===== src/sge_pkg.sv =====
// sge_pkg: shared constants, register map and carrier types of the spi gpio expander.
// assumes: included before any sge module; no tool-specific settings.
package sge_pkg;
  localparam int SGE_LINES = 16;
  // spi frame: cmd byte = {rd_wr, addr[6:0]}, then one data byte, msb first, mode 0
  localparam int SGE_CMD_BITS = 8;
  localparam int SGE_FRAME_BITS = 16;
  localparam int SGE_CNT_W = 5;
  localparam logic [SGE_CNT_W-1:0] SGE_CNT_CMD_DONE = 5'h08;
  localparam logic [SGE_CNT_W-1:0] SGE_CNT_FRAME_DONE = 5'h10;
  localparam int SGE_RW_BIT = 7;
  localparam int SGE_ADDR_W = 7;
  // register indices; each holds eight lines, low byte then high byte
  localparam logic [3:0] SGE_REG_INPUT_LO = 4'h0;
  localparam logic [3:0] SGE_REG_INPUT_HI = 4'h1;
  localparam logic [3:0] SGE_REG_OUT_LO = 4'h2;
  localparam logic [3:0] SGE_REG_OUT_HI = 4'h3;
  localparam logic [3:0] SGE_REG_INV_LO = 4'h4;
  localparam logic [3:0] SGE_REG_INV_HI = 4'h5;
  localparam logic [3:0] SGE_REG_DIR_LO = 4'h6;
  localparam logic [3:0] SGE_REG_DIR_HI = 4'h7;
  localparam logic [3:0] SGE_REG_PULL_LO = 4'h8;
  localparam logic [3:0] SGE_REG_PULL_HI = 4'h9;
  localparam logic [3:0] SGE_REG_TRI_LO = 4'ha;
  localparam logic [3:0] SGE_REG_TRI_HI = 4'hb;
  localparam logic [3:0] SGE_REG_IEN_LO = 4'hc;
  localparam logic [3:0] SGE_REG_IEN_HI = 4'hd;
  localparam logic [3:0] SGE_REG_RISE_LO = 4'he;
  localparam logic [3:0] SGE_REG_RISE_HI = 4'hf;
  localparam logic [SGE_ADDR_W-1:0] SGE_REG_FALL_LO = 7'h10;
  localparam logic [SGE_ADDR_W-1:0] SGE_REG_FALL_HI = 7'h11;
  localparam logic [SGE_ADDR_W-1:0] SGE_REG_PEND_LO = 7'h12;
  localparam logic [SGE_ADDR_W-1:0] SGE_REG_PEND_HI = 7'h13;
  localparam int SGE_NUM_REGS = 20;
  localparam logic [15:0] SGE_RST_ZERO = 16'h0000;
  localparam logic [15:0] SGE_RST_ONES = 16'hffff;
  // reset pulse and spi rate limits
  localparam real SGE_RST_MIN_NS = 40.0;
  localparam real SGE_CLK_NS = 4.0;
  localparam int SGE_RST_MIN_CYC = int'($ceil(SGE_RST_MIN_NS / SGE_CLK_NS));
  localparam real SGE_SPI_MAX_MHZ = 26.0;

  typedef struct packed {
    logic [15:0] out_level;
    logic [15:0] invert;
    logic [15:0] dir_in;
    logic [15:0] pull_en;
    logic [15:0] tri_en;
    logic [15:0] int_en;
    logic [15:0] rise_en;
    logic [15:0] fall_en;
  } sge_cfg_t;

  typedef struct packed {
    logic sclk;
    logic cs_n;
    logic mosi;
  } sge_spi_in_t;

  typedef enum logic [1:0] {SGE_IDLE, SGE_CMD, SGE_DATA, SGE_DONE} sge_phase_t;
endpackage : sge_pkg


===== src/sge_regfile.sv =====
// sge_regfile: per-line configuration storage with registered read data.
// assumes: write strobe and address come from logic on clk.
`timescale 1ns/10ps
`default_nettype none
module sge_regfile
  import sge_pkg::*;
(
  input wire logic clk,
  input wire logic reset_n,
  input wire logic wr_en,
  input wire logic [SGE_ADDR_W-1:0] addr,
  input wire logic [7:0] wdata,
  input wire logic [15:0] input_state,
  input wire logic [15:0] pending,
  output var logic [7:0] rdata,
  output var sge_cfg_t cfg
);
  typedef struct packed {
    sge_cfg_t cfg;
    logic [7:0] rdata;
  } sge_rf_state_t;

  sge_rf_state_t st_reg;
  sge_rf_state_t st_next;

  function automatic logic [7:0] sge_pick(input logic [15:0] v, input logic hi);
    return hi ? v[15:8] : v[7:0];
  endfunction : sge_pick

  function automatic logic [15:0] sge_put(input logic [15:0] v, input logic hi, input logic [7:0] b);
    return hi ? {b, v[7:0]} : {v[15:8], b};
  endfunction : sge_put

  always_comb begin
    logic hi;
    hi = addr[0];
    st_next = st_reg;
    unique case (addr[SGE_ADDR_W-1:1])
      6'(SGE_REG_INPUT_LO >> 1): st_next.rdata = sge_pick(input_state, hi);
      6'(SGE_REG_OUT_LO >> 1): st_next.rdata = sge_pick(st_reg.cfg.out_level, hi);
      6'(SGE_REG_INV_LO >> 1): st_next.rdata = sge_pick(st_reg.cfg.invert, hi);
      6'(SGE_REG_DIR_LO >> 1): st_next.rdata = sge_pick(st_reg.cfg.dir_in, hi);
      6'(SGE_REG_PULL_LO >> 1): st_next.rdata = sge_pick(st_reg.cfg.pull_en, hi);
      6'(SGE_REG_TRI_LO >> 1): st_next.rdata = sge_pick(st_reg.cfg.tri_en, hi);
      6'(SGE_REG_IEN_LO >> 1): st_next.rdata = sge_pick(st_reg.cfg.int_en, hi);
      6'(SGE_REG_RISE_LO >> 1): st_next.rdata = sge_pick(st_reg.cfg.rise_en, hi);
      6'(SGE_REG_FALL_LO >> 1): st_next.rdata = sge_pick(st_reg.cfg.fall_en, hi);
      6'(SGE_REG_PEND_LO >> 1): st_next.rdata = sge_pick(pending, hi);
      default: st_next.rdata = 8'h00;
    endcase
    if (wr_en) begin
      unique case (addr[SGE_ADDR_W-1:1])
        6'(SGE_REG_OUT_LO >> 1): st_next.cfg.out_level = sge_put(st_reg.cfg.out_level, hi, wdata);
        6'(SGE_REG_INV_LO >> 1): st_next.cfg.invert = sge_put(st_reg.cfg.invert, hi, wdata);
        6'(SGE_REG_DIR_LO >> 1): st_next.cfg.dir_in = sge_put(st_reg.cfg.dir_in, hi, wdata);
        6'(SGE_REG_PULL_LO >> 1): st_next.cfg.pull_en = sge_put(st_reg.cfg.pull_en, hi, wdata);
        6'(SGE_REG_TRI_LO >> 1): st_next.cfg.tri_en = sge_put(st_reg.cfg.tri_en, hi, wdata);
        6'(SGE_REG_IEN_LO >> 1): st_next.cfg.int_en = sge_put(st_reg.cfg.int_en, hi, wdata);
        6'(SGE_REG_RISE_LO >> 1): st_next.cfg.rise_en = sge_put(st_reg.cfg.rise_en, hi, wdata);
        6'(SGE_REG_FALL_LO >> 1): st_next.cfg.fall_en = sge_put(st_reg.cfg.fall_en, hi, wdata);
        default: ;
      endcase
    end
  end

  always_ff @(posedge clk or negedge reset_n) begin
    if (!reset_n) begin
      st_reg.cfg.out_level <= SGE_RST_ZERO;
      st_reg.cfg.invert <= SGE_RST_ZERO;
      st_reg.cfg.dir_in <= SGE_RST_ONES;
      st_reg.cfg.pull_en <= SGE_RST_ZERO;
      st_reg.cfg.tri_en <= SGE_RST_ZERO;
      st_reg.cfg.int_en <= SGE_RST_ZERO;
      st_reg.cfg.rise_en <= SGE_RST_ZERO;
      st_reg.cfg.fall_en <= SGE_RST_ZERO;
      st_reg.rdata <= 8'h00;
    end else begin
      st_reg <= st_next;
    end
  end

  assign rdata = st_reg.rdata;
  assign cfg = st_reg.cfg;
endmodule : sge_regfile
`default_nettype wire


===== src/sge_top.sv =====
// sge_top: sixteen-line gpio expander behind an spi slave, sclk oversampled by clk.
// assumes: clk well above 2x sclk; spi mode 0, msb first; pins resolved by the bench.
// Operation
// - sixteen lines, each set individually over an spi slave port
// - output lines drive high, low, or float per line
// - each input has its own software-switchable pull-up
// - each input's sensed level may be inverted before reporting
// - per-line interrupt enable on rising, falling or both edges
// - pending interrupt clears when input returns, or host reads input state
// - open-drain interrupt pin pulls low while any interrupt pending
// - reset low over 40 ns clears registers, all lines inputs; host holds it
// - spi slave: sclk, cs, data in from host, drives data out, max 26 MHz
`timescale 1ns/10ps
`default_nettype none
module sge_top
  import sge_pkg::*;
#(
  parameter int LINES = SGE_LINES
) (
  input wire logic clk,
  input wire logic reset_n,
  input wire logic spi_sclk,
  input wire logic spi_cs_n,
  input wire logic spi_mosi,
  output logic spi_miso,
  output logic spi_miso_oe_n,
  input wire logic [LINES-1:0] gpio_in,
  output logic [LINES-1:0] gpio_out,
  output logic [LINES-1:0] gpio_oe_n,
  output logic [LINES-1:0] gpio_pull_en,
  output logic irq_out,
  output logic irq_oe_n
);
  typedef struct packed {
    sge_spi_in_t sync1;
    sge_spi_in_t sync2;
    logic sclk_d;
    logic [LINES-1:0] pin_s1;
    logic [LINES-1:0] pin_s2;
    logic [LINES-1:0] ref_lvl;
    logic [LINES-1:0] lvl_d;
    logic [LINES-1:0] pend;
    sge_phase_t phase;
    logic [SGE_CNT_W-1:0] bitcnt;
    logic [SGE_CMD_BITS-1:0] shift;
    logic rd;
    logic [SGE_ADDR_W-1:0] addr;
    logic [SGE_CMD_BITS-1:0] tx;
    logic wr_pulse;
    logic miso;
    logic miso_oe_n;
    logic [LINES-1:0] out;
    logic [LINES-1:0] oe_n;
    logic [LINES-1:0] pull;
    logic irq_oe_n;
    logic irq_dat;
  } sge_state_t;

  sge_state_t st_reg;
  sge_state_t st_next;
  sge_cfg_t cfg;
  logic [7:0] rf_rdata;
  logic [LINES-1:0] level;
  logic input_read;

  // per-line edge test against the level of the cycle before
  function automatic logic [LINES-1:0] sge_edges(
    input logic [LINES-1:0] now,
    input logic [LINES-1:0] was,
    input logic [LINES-1:0] rise_en,
    input logic [LINES-1:0] fall_en
  );
    return (now & ~was & rise_en) | (~now & was & fall_en);
  endfunction : sge_edges

  // both input bytes share one index pair
  function automatic logic sge_is_input_reg(input logic [SGE_ADDR_W-1:0] a);
    return a[SGE_ADDR_W-1:1] == 6'(SGE_REG_INPUT_LO >> 1);
  endfunction : sge_is_input_reg

  assign level = st_reg.pin_s2 ^ cfg.invert[LINES-1:0];
  // a read of either input byte counts as reading the input state
  assign input_read = st_reg.rd && (st_reg.phase == SGE_DATA) && (st_reg.bitcnt == SGE_CNT_CMD_DONE)
    && sge_is_input_reg(st_reg.addr);

  sge_regfile u_regfile (
    .clk(clk),
    .reset_n(reset_n),
    .wr_en(st_reg.wr_pulse),
    .addr(st_reg.addr),
    .wdata(st_reg.shift),
    .input_state(16'(level)),
    .pending(16'(st_reg.pend)),
    .rdata(rf_rdata),
    .cfg(cfg)
  );

  always_comb begin
    logic rise;
    logic fall;
    logic load_now;
    logic [LINES-1:0] edge_hit;
    logic [LINES-1:0] arm;
    rise = 1'b0;
    fall = 1'b0;
    load_now = 1'b0;
    edge_hit = '0;
    arm = '0;
    st_next = st_reg;
    st_next.sync1 = '{sclk: spi_sclk, cs_n: spi_cs_n, mosi: spi_mosi};
    st_next.sync2 = st_reg.sync1;
    st_next.sclk_d = st_reg.sync2.sclk;
    st_next.pin_s1 = gpio_in;
    st_next.pin_s2 = st_reg.pin_s1;
    st_next.wr_pulse = 1'b0;
    rise = st_reg.sync2.sclk && !st_reg.sclk_d;
    fall = !st_reg.sync2.sclk && st_reg.sclk_d;
    load_now = st_reg.rd && (st_reg.phase == SGE_DATA) && (st_reg.bitcnt == SGE_CNT_CMD_DONE);

    // spi slave framing
    if (st_reg.sync2.cs_n) begin
      st_next.phase = SGE_IDLE;
      st_next.bitcnt = '0;
      st_next.miso_oe_n = 1'b1;
    end else begin
      st_next.miso_oe_n = 1'b0;
      if (st_reg.phase == SGE_IDLE) begin
        st_next.phase = SGE_CMD;
      end
      if (rise && st_reg.phase != SGE_DONE) begin
        st_next.shift = {st_reg.shift[SGE_CMD_BITS-2:0], st_reg.sync2.mosi};
        st_next.bitcnt = st_reg.bitcnt + 1'b1;
        if (st_reg.bitcnt == SGE_CNT_CMD_DONE - 1'b1) begin
          st_next.rd = st_reg.shift[SGE_RW_BIT-1];
          st_next.addr = {st_reg.shift[SGE_ADDR_W-2:0], st_reg.sync2.mosi};
          st_next.phase = SGE_DATA;
        end
        if (st_reg.bitcnt == SGE_CNT_FRAME_DONE - 1'b1) begin
          st_next.phase = SGE_DONE;
          st_next.wr_pulse = !st_reg.rd;
        end
      end
      // the 8th fall puts the msb out so that the host's 9th rise samples it;
      // limitation: sclk high must last at least 2 clk for the read word to settle
      if (fall && load_now) begin
        st_next.miso = rf_rdata[SGE_CMD_BITS-1];
        st_next.tx = {rf_rdata[SGE_CMD_BITS-2:0], 1'b0};
      end else if (fall) begin
        st_next.miso = st_reg.tx[SGE_CMD_BITS-1];
        st_next.tx = {st_reg.tx[SGE_CMD_BITS-2:0], 1'b0};
      end
    end

    // pending keeps the level from before the edge, so a return to it clears
    st_next.lvl_d = level;
    arm = cfg.int_en[LINES-1:0] & cfg.dir_in[LINES-1:0];
    edge_hit = arm & sge_edges(level, st_reg.lvl_d, cfg.rise_en[LINES-1:0], cfg.fall_en[LINES-1:0]);
    for (int i = 0; i < LINES; i++) begin
      if (edge_hit[i]) begin
        // set wins over a return or a read in the same cycle
        st_next.pend[i] = 1'b1;
        if (!st_reg.pend[i]) begin
          st_next.ref_lvl[i] = st_reg.lvl_d[i];
        end
      end else if (st_reg.pend[i] && arm[i] && (level[i] == st_reg.ref_lvl[i] || input_read)) begin
        st_next.pend[i] = 1'b0;
        st_next.ref_lvl[i] = level[i];
      end else if (!st_reg.pend[i] || !arm[i]) begin
        st_next.pend[i] = 1'b0;
        st_next.ref_lvl[i] = level[i];
      end
    end
    st_next.irq_oe_n = ~|st_next.pend;
    // open-drain data is always low; only the enable moves
    st_next.irq_dat = 1'b0;

    // pad drive; oe_n low while driving
    st_next.out = cfg.out_level[LINES-1:0];
    st_next.oe_n = cfg.dir_in[LINES-1:0] | cfg.tri_en[LINES-1:0];
    st_next.pull = cfg.pull_en[LINES-1:0] & cfg.dir_in[LINES-1:0];
  end

  always_ff @(posedge clk or negedge reset_n) begin
    if (!reset_n) begin
      // sync flops start at idle pin levels: no false sclk edge or frame after reset
      st_reg.sync1 <= '{sclk: 1'b0, cs_n: 1'b1, mosi: 1'b0};
      st_reg.sync2 <= '{sclk: 1'b0, cs_n: 1'b1, mosi: 1'b0};
      st_reg.sclk_d <= 1'b0;
      st_reg.pin_s1 <= '0;
      st_reg.pin_s2 <= '0;
      st_reg.ref_lvl <= '0;
      st_reg.lvl_d <= '0;
      st_reg.pend <= '0;
      st_reg.phase <= SGE_IDLE;
      st_reg.bitcnt <= '0;
      st_reg.shift <= '0;
      st_reg.rd <= 1'b0;
      st_reg.addr <= '0;
      st_reg.tx <= '0;
      st_reg.wr_pulse <= 1'b0;
      st_reg.miso <= 1'b0;
      st_reg.miso_oe_n <= 1'b1;
      st_reg.out <= '0;
      st_reg.oe_n <= '1;
      st_reg.pull <= '0;
      st_reg.irq_oe_n <= 1'b1;
      st_reg.irq_dat <= 1'b0;
    end else begin
      st_reg <= st_next;
    end
  end

  assign spi_miso = st_reg.miso;
  assign spi_miso_oe_n = st_reg.miso_oe_n;
  assign gpio_out = st_reg.out;
  assign gpio_oe_n = st_reg.oe_n;
  assign gpio_pull_en = st_reg.pull;
  assign irq_out = st_reg.irq_dat;
  assign irq_oe_n = st_reg.irq_oe_n;
endmodule : sge_top
`default_nettype wire


===== config.mk =====
export PLATFORM = sky130hd
export DESIGN_NAME = sge_top
export DESIGN_NICKNAME = d
export VERILOG_FILES = /design/src/sge_pkg.sv /design/src/sge_regfile.sv /design/src/sge_top.sv
export SDC_FILE = /design/constraint.sdc
export NUM_CORES = 1
export LEC_CHECK = 0
export ABC_AREA = 1
export ABC_CLOCK_PERIOD_IN_PS = 2100
export BUFFER_PORTS_ARGS = -buffer_cell sky130_fd_sc_hd__buf_2
export CORE_UTILIZATION = 55
export DETAILED_ROUTE_END_ITERATION = 10
export PLACE_DENSITY = 0.73
export SYNTH_ARGS = -nofsm -noshare
export SYNTH_HDL_FRONTEND = slang
export SYNTH_SLANG_ARGS = --single-unit

===== constraint.sdc =====
create_clock -name clk -period 2.1 [get_ports clk]
set_input_delay 0.315 -clock clk [delete_from_list [all_inputs] [get_ports clk]]
set_output_delay 0.315 -clock clk [all_outputs]
set_load 0.01 [all_outputs]

==> flow_summary.toml, run 1 <==
[run_status]
outcome = "finished clean"

[clocking]
clock_path_buffers = 3
clkSinkCount = 305
htreeDepth = 1
clkLatencyLatePin_ns = 0.57
cts_tree = "done"
path_clk_slew_ns = 0.06
clock-root-buffer = "clkbuf_16"
cts_buffers = 31

[routing]
drt_iter0_drc = 1088
route.detailed.drc = 0
wl_per_cell_microns = 16.7
ant_nets = 0
vias = 11100
wl_microns = 34700
vias_per_cell = 5.35
dr.pass1.iters = 6

[cells_and_area]
area_growth_pct = 14.7
largest_register_ffs = 128
num-fill-cells = 2040
drive_gt1_share_pct = 14.0
stdcell_count = 2074
layout.nets = 1749
antennaDiodeCount = 0
final_area_sq_mm = 0.0156

[floorplan]
die_y_microns = 159
rows = 57
initial_core_util_pct = 56.1
num_io_pins = 73
die_w_microns = 159
core_sq_mm = 0.0242
design.die.area_sq_mm = 0.0253

[sta]
worst_slew_pin_slew_ns = 0.824
fmax_mhz = 507
min_period_ns = 1.97
fin_skew_ns = 0.0193
fin_ws_ns = 0.129
finalHoldViolCount = 0
drv_slew = 0
final-setup-viol-count = 0
fin_tns_setup_ns = 0
finalCritPeriodShare_pct = 93.9
grt_setup_unrepaired = "false"
slew_headroom_pct = 45.0

[power_and_ir_drop]
cellPowerDensity_mw_per_mm2 = 797
peakVddDrop_mv = 0.561
power.leakage_uw = 0.00764
finalPower_uw = 12400

[yosys]
yosysTopAreaCell = "dfrtp_1"
synth_top_area_share_pct = 49.5
synth-edff-count = 0
synth_warnings = 0
synthesis.nets = 1668
synth_ff_type = "dfrtp_1"
syn_inst = 1644
syn_avg_cell_area_sq_um = 8.27
async_flop_share_pct = 100
yosysMostFrequentCell = "nand2_1"
ys_top_cells_by_count = "nand2_1 (546), dfrtp_1 (269), o21ai_0 (222)"
yosysSeqAreaShare_pct = 56.5
ys_seq_elements = 305
synth_area_leaders = "dfrtp_1 (50%), nand2_1 (15%), o21ai_0 (8.2%)"
synth_cell_types = 35
syn_area_sq_mm = 0.0136

[global_routing]
antenna_found_initial = 0
grt_pass1_vias = 10300
gr-total-overflow = 0
grt_pass1_wl_microns = 55000
grt_max_degree = 65
track_usage_pct = 27.9

[setup_path]
cp-start-kind = "flip-flop"
cp_cell_sequence = "nor2_4 > nand3_4 > nor2_4 > nor2_1 > nor2_1 > nand2_1 > nor2_1 > nand2_1 > nor2_2"
arrival_ns = 2.47
cp-end-kind = "flip-flop"
slowest_stage = "dfrtp_1"
crit_path_frequent_cell = "nor2_1"
slowest_delay_ns = 0.41
critical_path_class = "reg -> reg"
cp.required_ns = 2.59
path_max_fanout = 9

[placement]
place_hpwl_microns = 23800
dp.cells = 1993
preCtsSetupSlack_ns = 0.189
dpl_cell_area_sq_mm = 0.0143
io_buffers = 71
finalWeightedCongestion = 0.921

[worst_hold_path]
hp-class = "in -> async"

[job]
maxCapViolations = 0
==> worst max-delay path: cells and delay by family, from the launching register on <==
family        cells  cell delay (ns)
flops             1             0.41
simple gates      9             1.48
==> final timing paths <==
check	cells past startpoint	from	slack, ns	end
worst max-delay path	9	st_reg[67]$_DFFE_PN0P_	0.13	irq_oe_n$_DFF_PN1_
worst min-delay path	2	reset_n	0.29	u_regfile.cfg[56]$_DFFE_PN0P_
worst max register to register	9	st_reg[67]$_DFFE_PN0P_	0.13	irq_oe_n$_DFF_PN1_
worst min register to register	0	st_next[142]$_DFF_PN0_	0.34	st_reg[142]$_DFF_PN0_
max in group asynchronous	3	reset_n	1.06	u_regfile.cfg[86]$_DFFE_PN1P_
min in group clk	0	st_next[142]$_DFF_PN0_	0.34	st_reg[142]$_DFF_PN0_
==> stage by stage <==
stage	hold slack [ns]	util, %
detailed placement	0.300	58.8
CTS	0.306	64.1
global route	0.330	64.3
finish	0.295	64.3
global placement	0.299	58.8
floorplan	0.0194	-
==> per-layer routing <==
metal / up-vias / GRT usage [%] / part of all wire (%)
met2: 448 / 43.5 / 45
met1: 5297 / 40.2 / 45
li1: 5296 / - / -
met5: - / 0 / 0
met4: 0 / 9.22 / 2.7
met3: 54 / 4.14 / 7.4
==> cell families (layout without fill, tap and decap cells) <==
logic type | Yosys count | count (layout) | share of synthesized area, %
DFF | 305 | 305 | 56.5
other | 1 | 1 | 0.0276
AOI/OAI and AO/OA | 303 | 303 | 11.4
adders and majority gates | 3 | 3 | 0.276
and+or+nand+nor | 751 | 752 | 22.5
xor gates and xnor gates | 1 | 1 | 0.0645
buffers and inverters | 280 | 385 | 9.24
==> power breakdown <==
| group | leakage [uW] | switching, uW | total, uW | internal, uW |
|---|---|---|---|---|
| Combinational | 0.00316 | 478 | 617 | 139 |
| Sequential | 0.00394 | 66.0 | 6060 | 6000 |
| Clock | 0.000539 | 2260 | 5740 | 3480 |
==> cell type report <==
cell class                      count  area [sq um]  area share, %
Sequential cell                   305          7680           49.3
Multi-Input combinational cell   1060          4680           30.0
Timing Repair Buffer              142          1050           6.73
Clock buffer                       45           908           5.83
Inverter                          185           694           4.46
Tap cell                          324           405           2.60
Clock inverter                     13           169           1.08
==> layout by cell type (no fill, tap or decap), types with 6 or more instances in the layout <==
cell / netlist / layout
dfstp_2: 36 / 36
nand3_1: 51 / 51
nor2_1: 102 / 100
buf_12: 0 / 8
dlygate4sd3_1: 0 / 20
dfrtp_1: 269 / 268
nand2_1: 546 / 546
nor3_1: 13 / 13
or2_2: 15 / 15
a21oi_1: 56 / 56
o21ai_0: 222 / 222
clkbuf_16: 0 / 31
nand4_1: 9 / 9
clkbuf_8: 0 / 8
o22ai_1: 8 / 8
o21ai_1: 8 / 8
buf_2: 11 / 70
inv_1: 182 / 181
clkbuf_1: 34 / 6
buf_4: 49 / 43
clkinv_2: 0 / 8
==> what timing repair did <==
item | in CTS | in global routing
hold buffers | 20 | 0
endpoints found under the setup margin | 0 | 4
resized for setup | 0 | 4
hold endpoints to repair | 63 | 0
buffers inserted | 0 | 2
(Power assumes the default switching activity.)
==> inputs of run 2 (changes only) <==
- ABC_AREA: 1 -> not set
- GPL_TIMING_DRIVEN: not set -> 1
==> flow_summary.toml, run 2 <==
[run_status]
outcome = "complete, but fails checks"
failed_checks = "setup timing"

[cells_and_area]
largest_register_ffs = 128
area_growth_pct = 19.4
layout.nets = 1251
drive_gt1_share_pct = 38.8
fin_util_pct = 67.0
mostFrequentLayoutCells = "dfrtp_1 (268), mux2_2 (151), buf_4 (102), buf_2 (70), mux2i_1 (59)"
final_common_cell = "dfrtp_1"
antennaDiodeCount = 0

[yosys]
ys_top_cells_by_count = "dfrtp_1 (269), mux2_2 (151), mux2i_1 (59)"
synth-edff-count = 0
yosysMostFrequentCell = "dfrtp_1"
synth_top_area_share_pct = 49.3
syn_inst = 1077
synthesis.nets = 1101
synth_area_leaders = "dfrtp_1 (49%), mux2_2 (12%), dfstp_2 (6.9%)"
synth_ff_type = "dfrtp_1"
syn_area_sq_mm = 0.0136
async_flop_share_pct = 100
synth_cell_types = 67
ys_seq_elements = 305
syn_avg_cell_area_sq_um = 12.7
synth_warnings = 0
yosysSeqAreaShare_pct = 56.3
yosysTopAreaCell = "dfrtp_1"

[clocking]
clkLatencyLatePin_ns = 0.56
clock_path_buffers = 3
cts_buffers = 31
htreeDepth = 1
path_clk_slew_ns = 0.06
cts_tree = "done"
clock-root-buffer = "clkbuf_16"
clkSinkCount = 305

[power_and_ir_drop]
combPwrFrac_pct = 3.8
finalPower_uw = 12900
switchingPower_uw = 2960
swShare_pct = 22.9
peakVddDrop_mv = 0.632
p_clk_share_pct = 45.9
power.leakage_uw = 0.00765
seqPwrFrac_pct = 50.3
cellPowerDensity_mw_per_mm2 = 791
internal_power_uw = 9930

[floorplan]
die_y_microns = 159
num_io_pins = 73
die_w_microns = 159
initial_core_util_pct = 56.1
design.die.area_sq_mm = 0.0254
rows = 57
core_sq_mm = 0.0243

[setup_path]
cp-end-kind = "flip-flop"
slowest_stage = "or4_4"
rrSetupSlack_ns = -0.03
arrival_ns = 2.59
cp-start-kind = "flip-flop"
cp.required_ns = 2.56
cp_cell_sequence = "xnor2_2 > mux2_2 > nand4_1 > or4_4 > a2111oi_4"
critical_path_class = "reg -> reg"
slowest_delay_ns = 0.61
path_max_fanout = 3

[routing]
drt_iter0_drc = 818
vias = 9325
ant_nets = 0
wl_per_cell_microns = 22.5
wl_microns = 35500
route.detailed.drc = 0
vias_per_cell = 5.92
dr.pass1.iters = 6

[global_routing]
grt_pass1_wl_microns = 55200
grt_max_degree = 59
gr-total-overflow = 0
antenna_found_initial = 1
track_usage_pct = 28.5
grt_pass1_vias = 9337

[sta]
worst_slew_pin_slew_ns = 0.940
fin_ws_ns = -0.0292
finalCritPeriodShare_pct = 101
fmax_mhz = 470
drv_slew = 0
grt_setup_unrepaired = "true"
holdWs_ns = 0.322
min_period_ns = 2.13
finalHoldViolCount = 0
final-setup-viol-count = 5
slew_headroom_pct = 37.1
fin_skew_ns = 0.0210

[job]
maxCapViolations = 0

[placement]
finalWeightedCongestion = 0.926
preCtsSetupSlack_ns = -0.270
place_hpwl_microns = 24700
io_buffers = 71

[worst_hold_path]
hp-class = "in -> async"
run 2: cell count changes after synthesis, moves of 21 or more:
cell / change
a21oi_1: -42
and2_1: +21
inv_1: -144
mux2_2: +151
mux2i_1: +59
nand2_1: -502
nand3_1: -35
nor2_1: -45
o21ai_0: -215
run 2: power groups by stage:
| stage | registers [uW] | logic, uW | clock network [uW] |
|---|---|---|---|
| floorplan | 6230 | 449 | 0 |
| global placement | 6570 | 458 | 0 |
| detailed placement | 6570 | 468 | 0 |
| CTS | 6470 | 500 | 5990 |
| global route | 6510 | 553 | 6230 |
| finish | 6480 | 492 | 5920 |
run 2: worst paths after layout:
path,from,endpoint,cells after the start
min in group clk,st_next[143]$_DFF_PN0_,st_reg[143]$_DFF_PN0_,0
min,reset_n,gpio_out[2]$_DFF_PN0_,2
max in group asynchronous,reset_n,u_regfile.cfg[84]$_DFFE_PN1P_,3
max,u_regfile.cfg[103]$_DFFE_PN0P_,irq_oe_n$_DFF_PN1_,5
min reg2reg,st_next[143]$_DFF_PN0_,st_reg[143]$_DFF_PN0_,0
max reg2reg,u_regfile.cfg[103]$_DFFE_PN0P_,irq_oe_n$_DFF_PN1_,5
run 2: cell families after synthesis:
| logic type | after synthesis | synth area share (%) |
|---|---|---|
| DFF | 305 | 56.3 |
| and+or+nand+nor | 260 | 10.6 |
| muxes | 227 | 18.9 |
| AOI/OAI and AO/OA | 136 | 7.46 |
| buffers and inverters | 126 | 4.93 |
| xor gates and xnor gates | 19 | 1.49 |
| adders and majority gates | 3 | 0.275 |
| other | 1 | 0.0275 |
run 2: stage by stage:
stage	cell area, sq um	cells	setup TNS (ns)
CTS	16200	1567	-0.0110
global route	16300	1575	-0.246
finish	16300	1575	-0.0762
floorplan	13600	1077	0
global placement	14800	1490	-0.408
detailed placement	14800	1490	-0.489
run 2: routing by layer:
metal	GRT usage, %	wire length, microns	share of wire, %	vias up
met3	5.31	2570	7.2	97
met5	0	12	0.034	-
met4	12.7	1580	4.5	2
li1	-	-	-	4139
met2	42.8	16100	45	358
met1	40.6	15200	43	4729
run 2: critical path: cells and delay by family (launching register included):
family	cells	cell delay, ns
multiplexers	1	0.28
XOR/XNOR	1	0.17
AO/OA/AOI/OAI	1	0.35
AND/OR/NAND/NOR	2	0.82
flip-flops	1	0.42
run 2: repair_timing:
item / 4_1_cts / 5_1_grt
pin swaps: 0 / 4
buffers inserted: 0 / 8
hold buffers: 20 / 0
hold endpoints to repair: 60 / 0
resized for setup: 7 / 14
cloned: 0 / 0
setup endpoints to repair: 12 / 42
run 2: area by class of cell:
cell class | count | area, sq um
fillers | 1721 | 8030
flip-flops and latches | 305 | 7680
multi-input cells | 646 | 5390
repair buffers | 205 | 1560
clock buffers | 44 | 915
well taps | 324 | 405
clock inverters | 13 | 196
inverters | 38 | 143
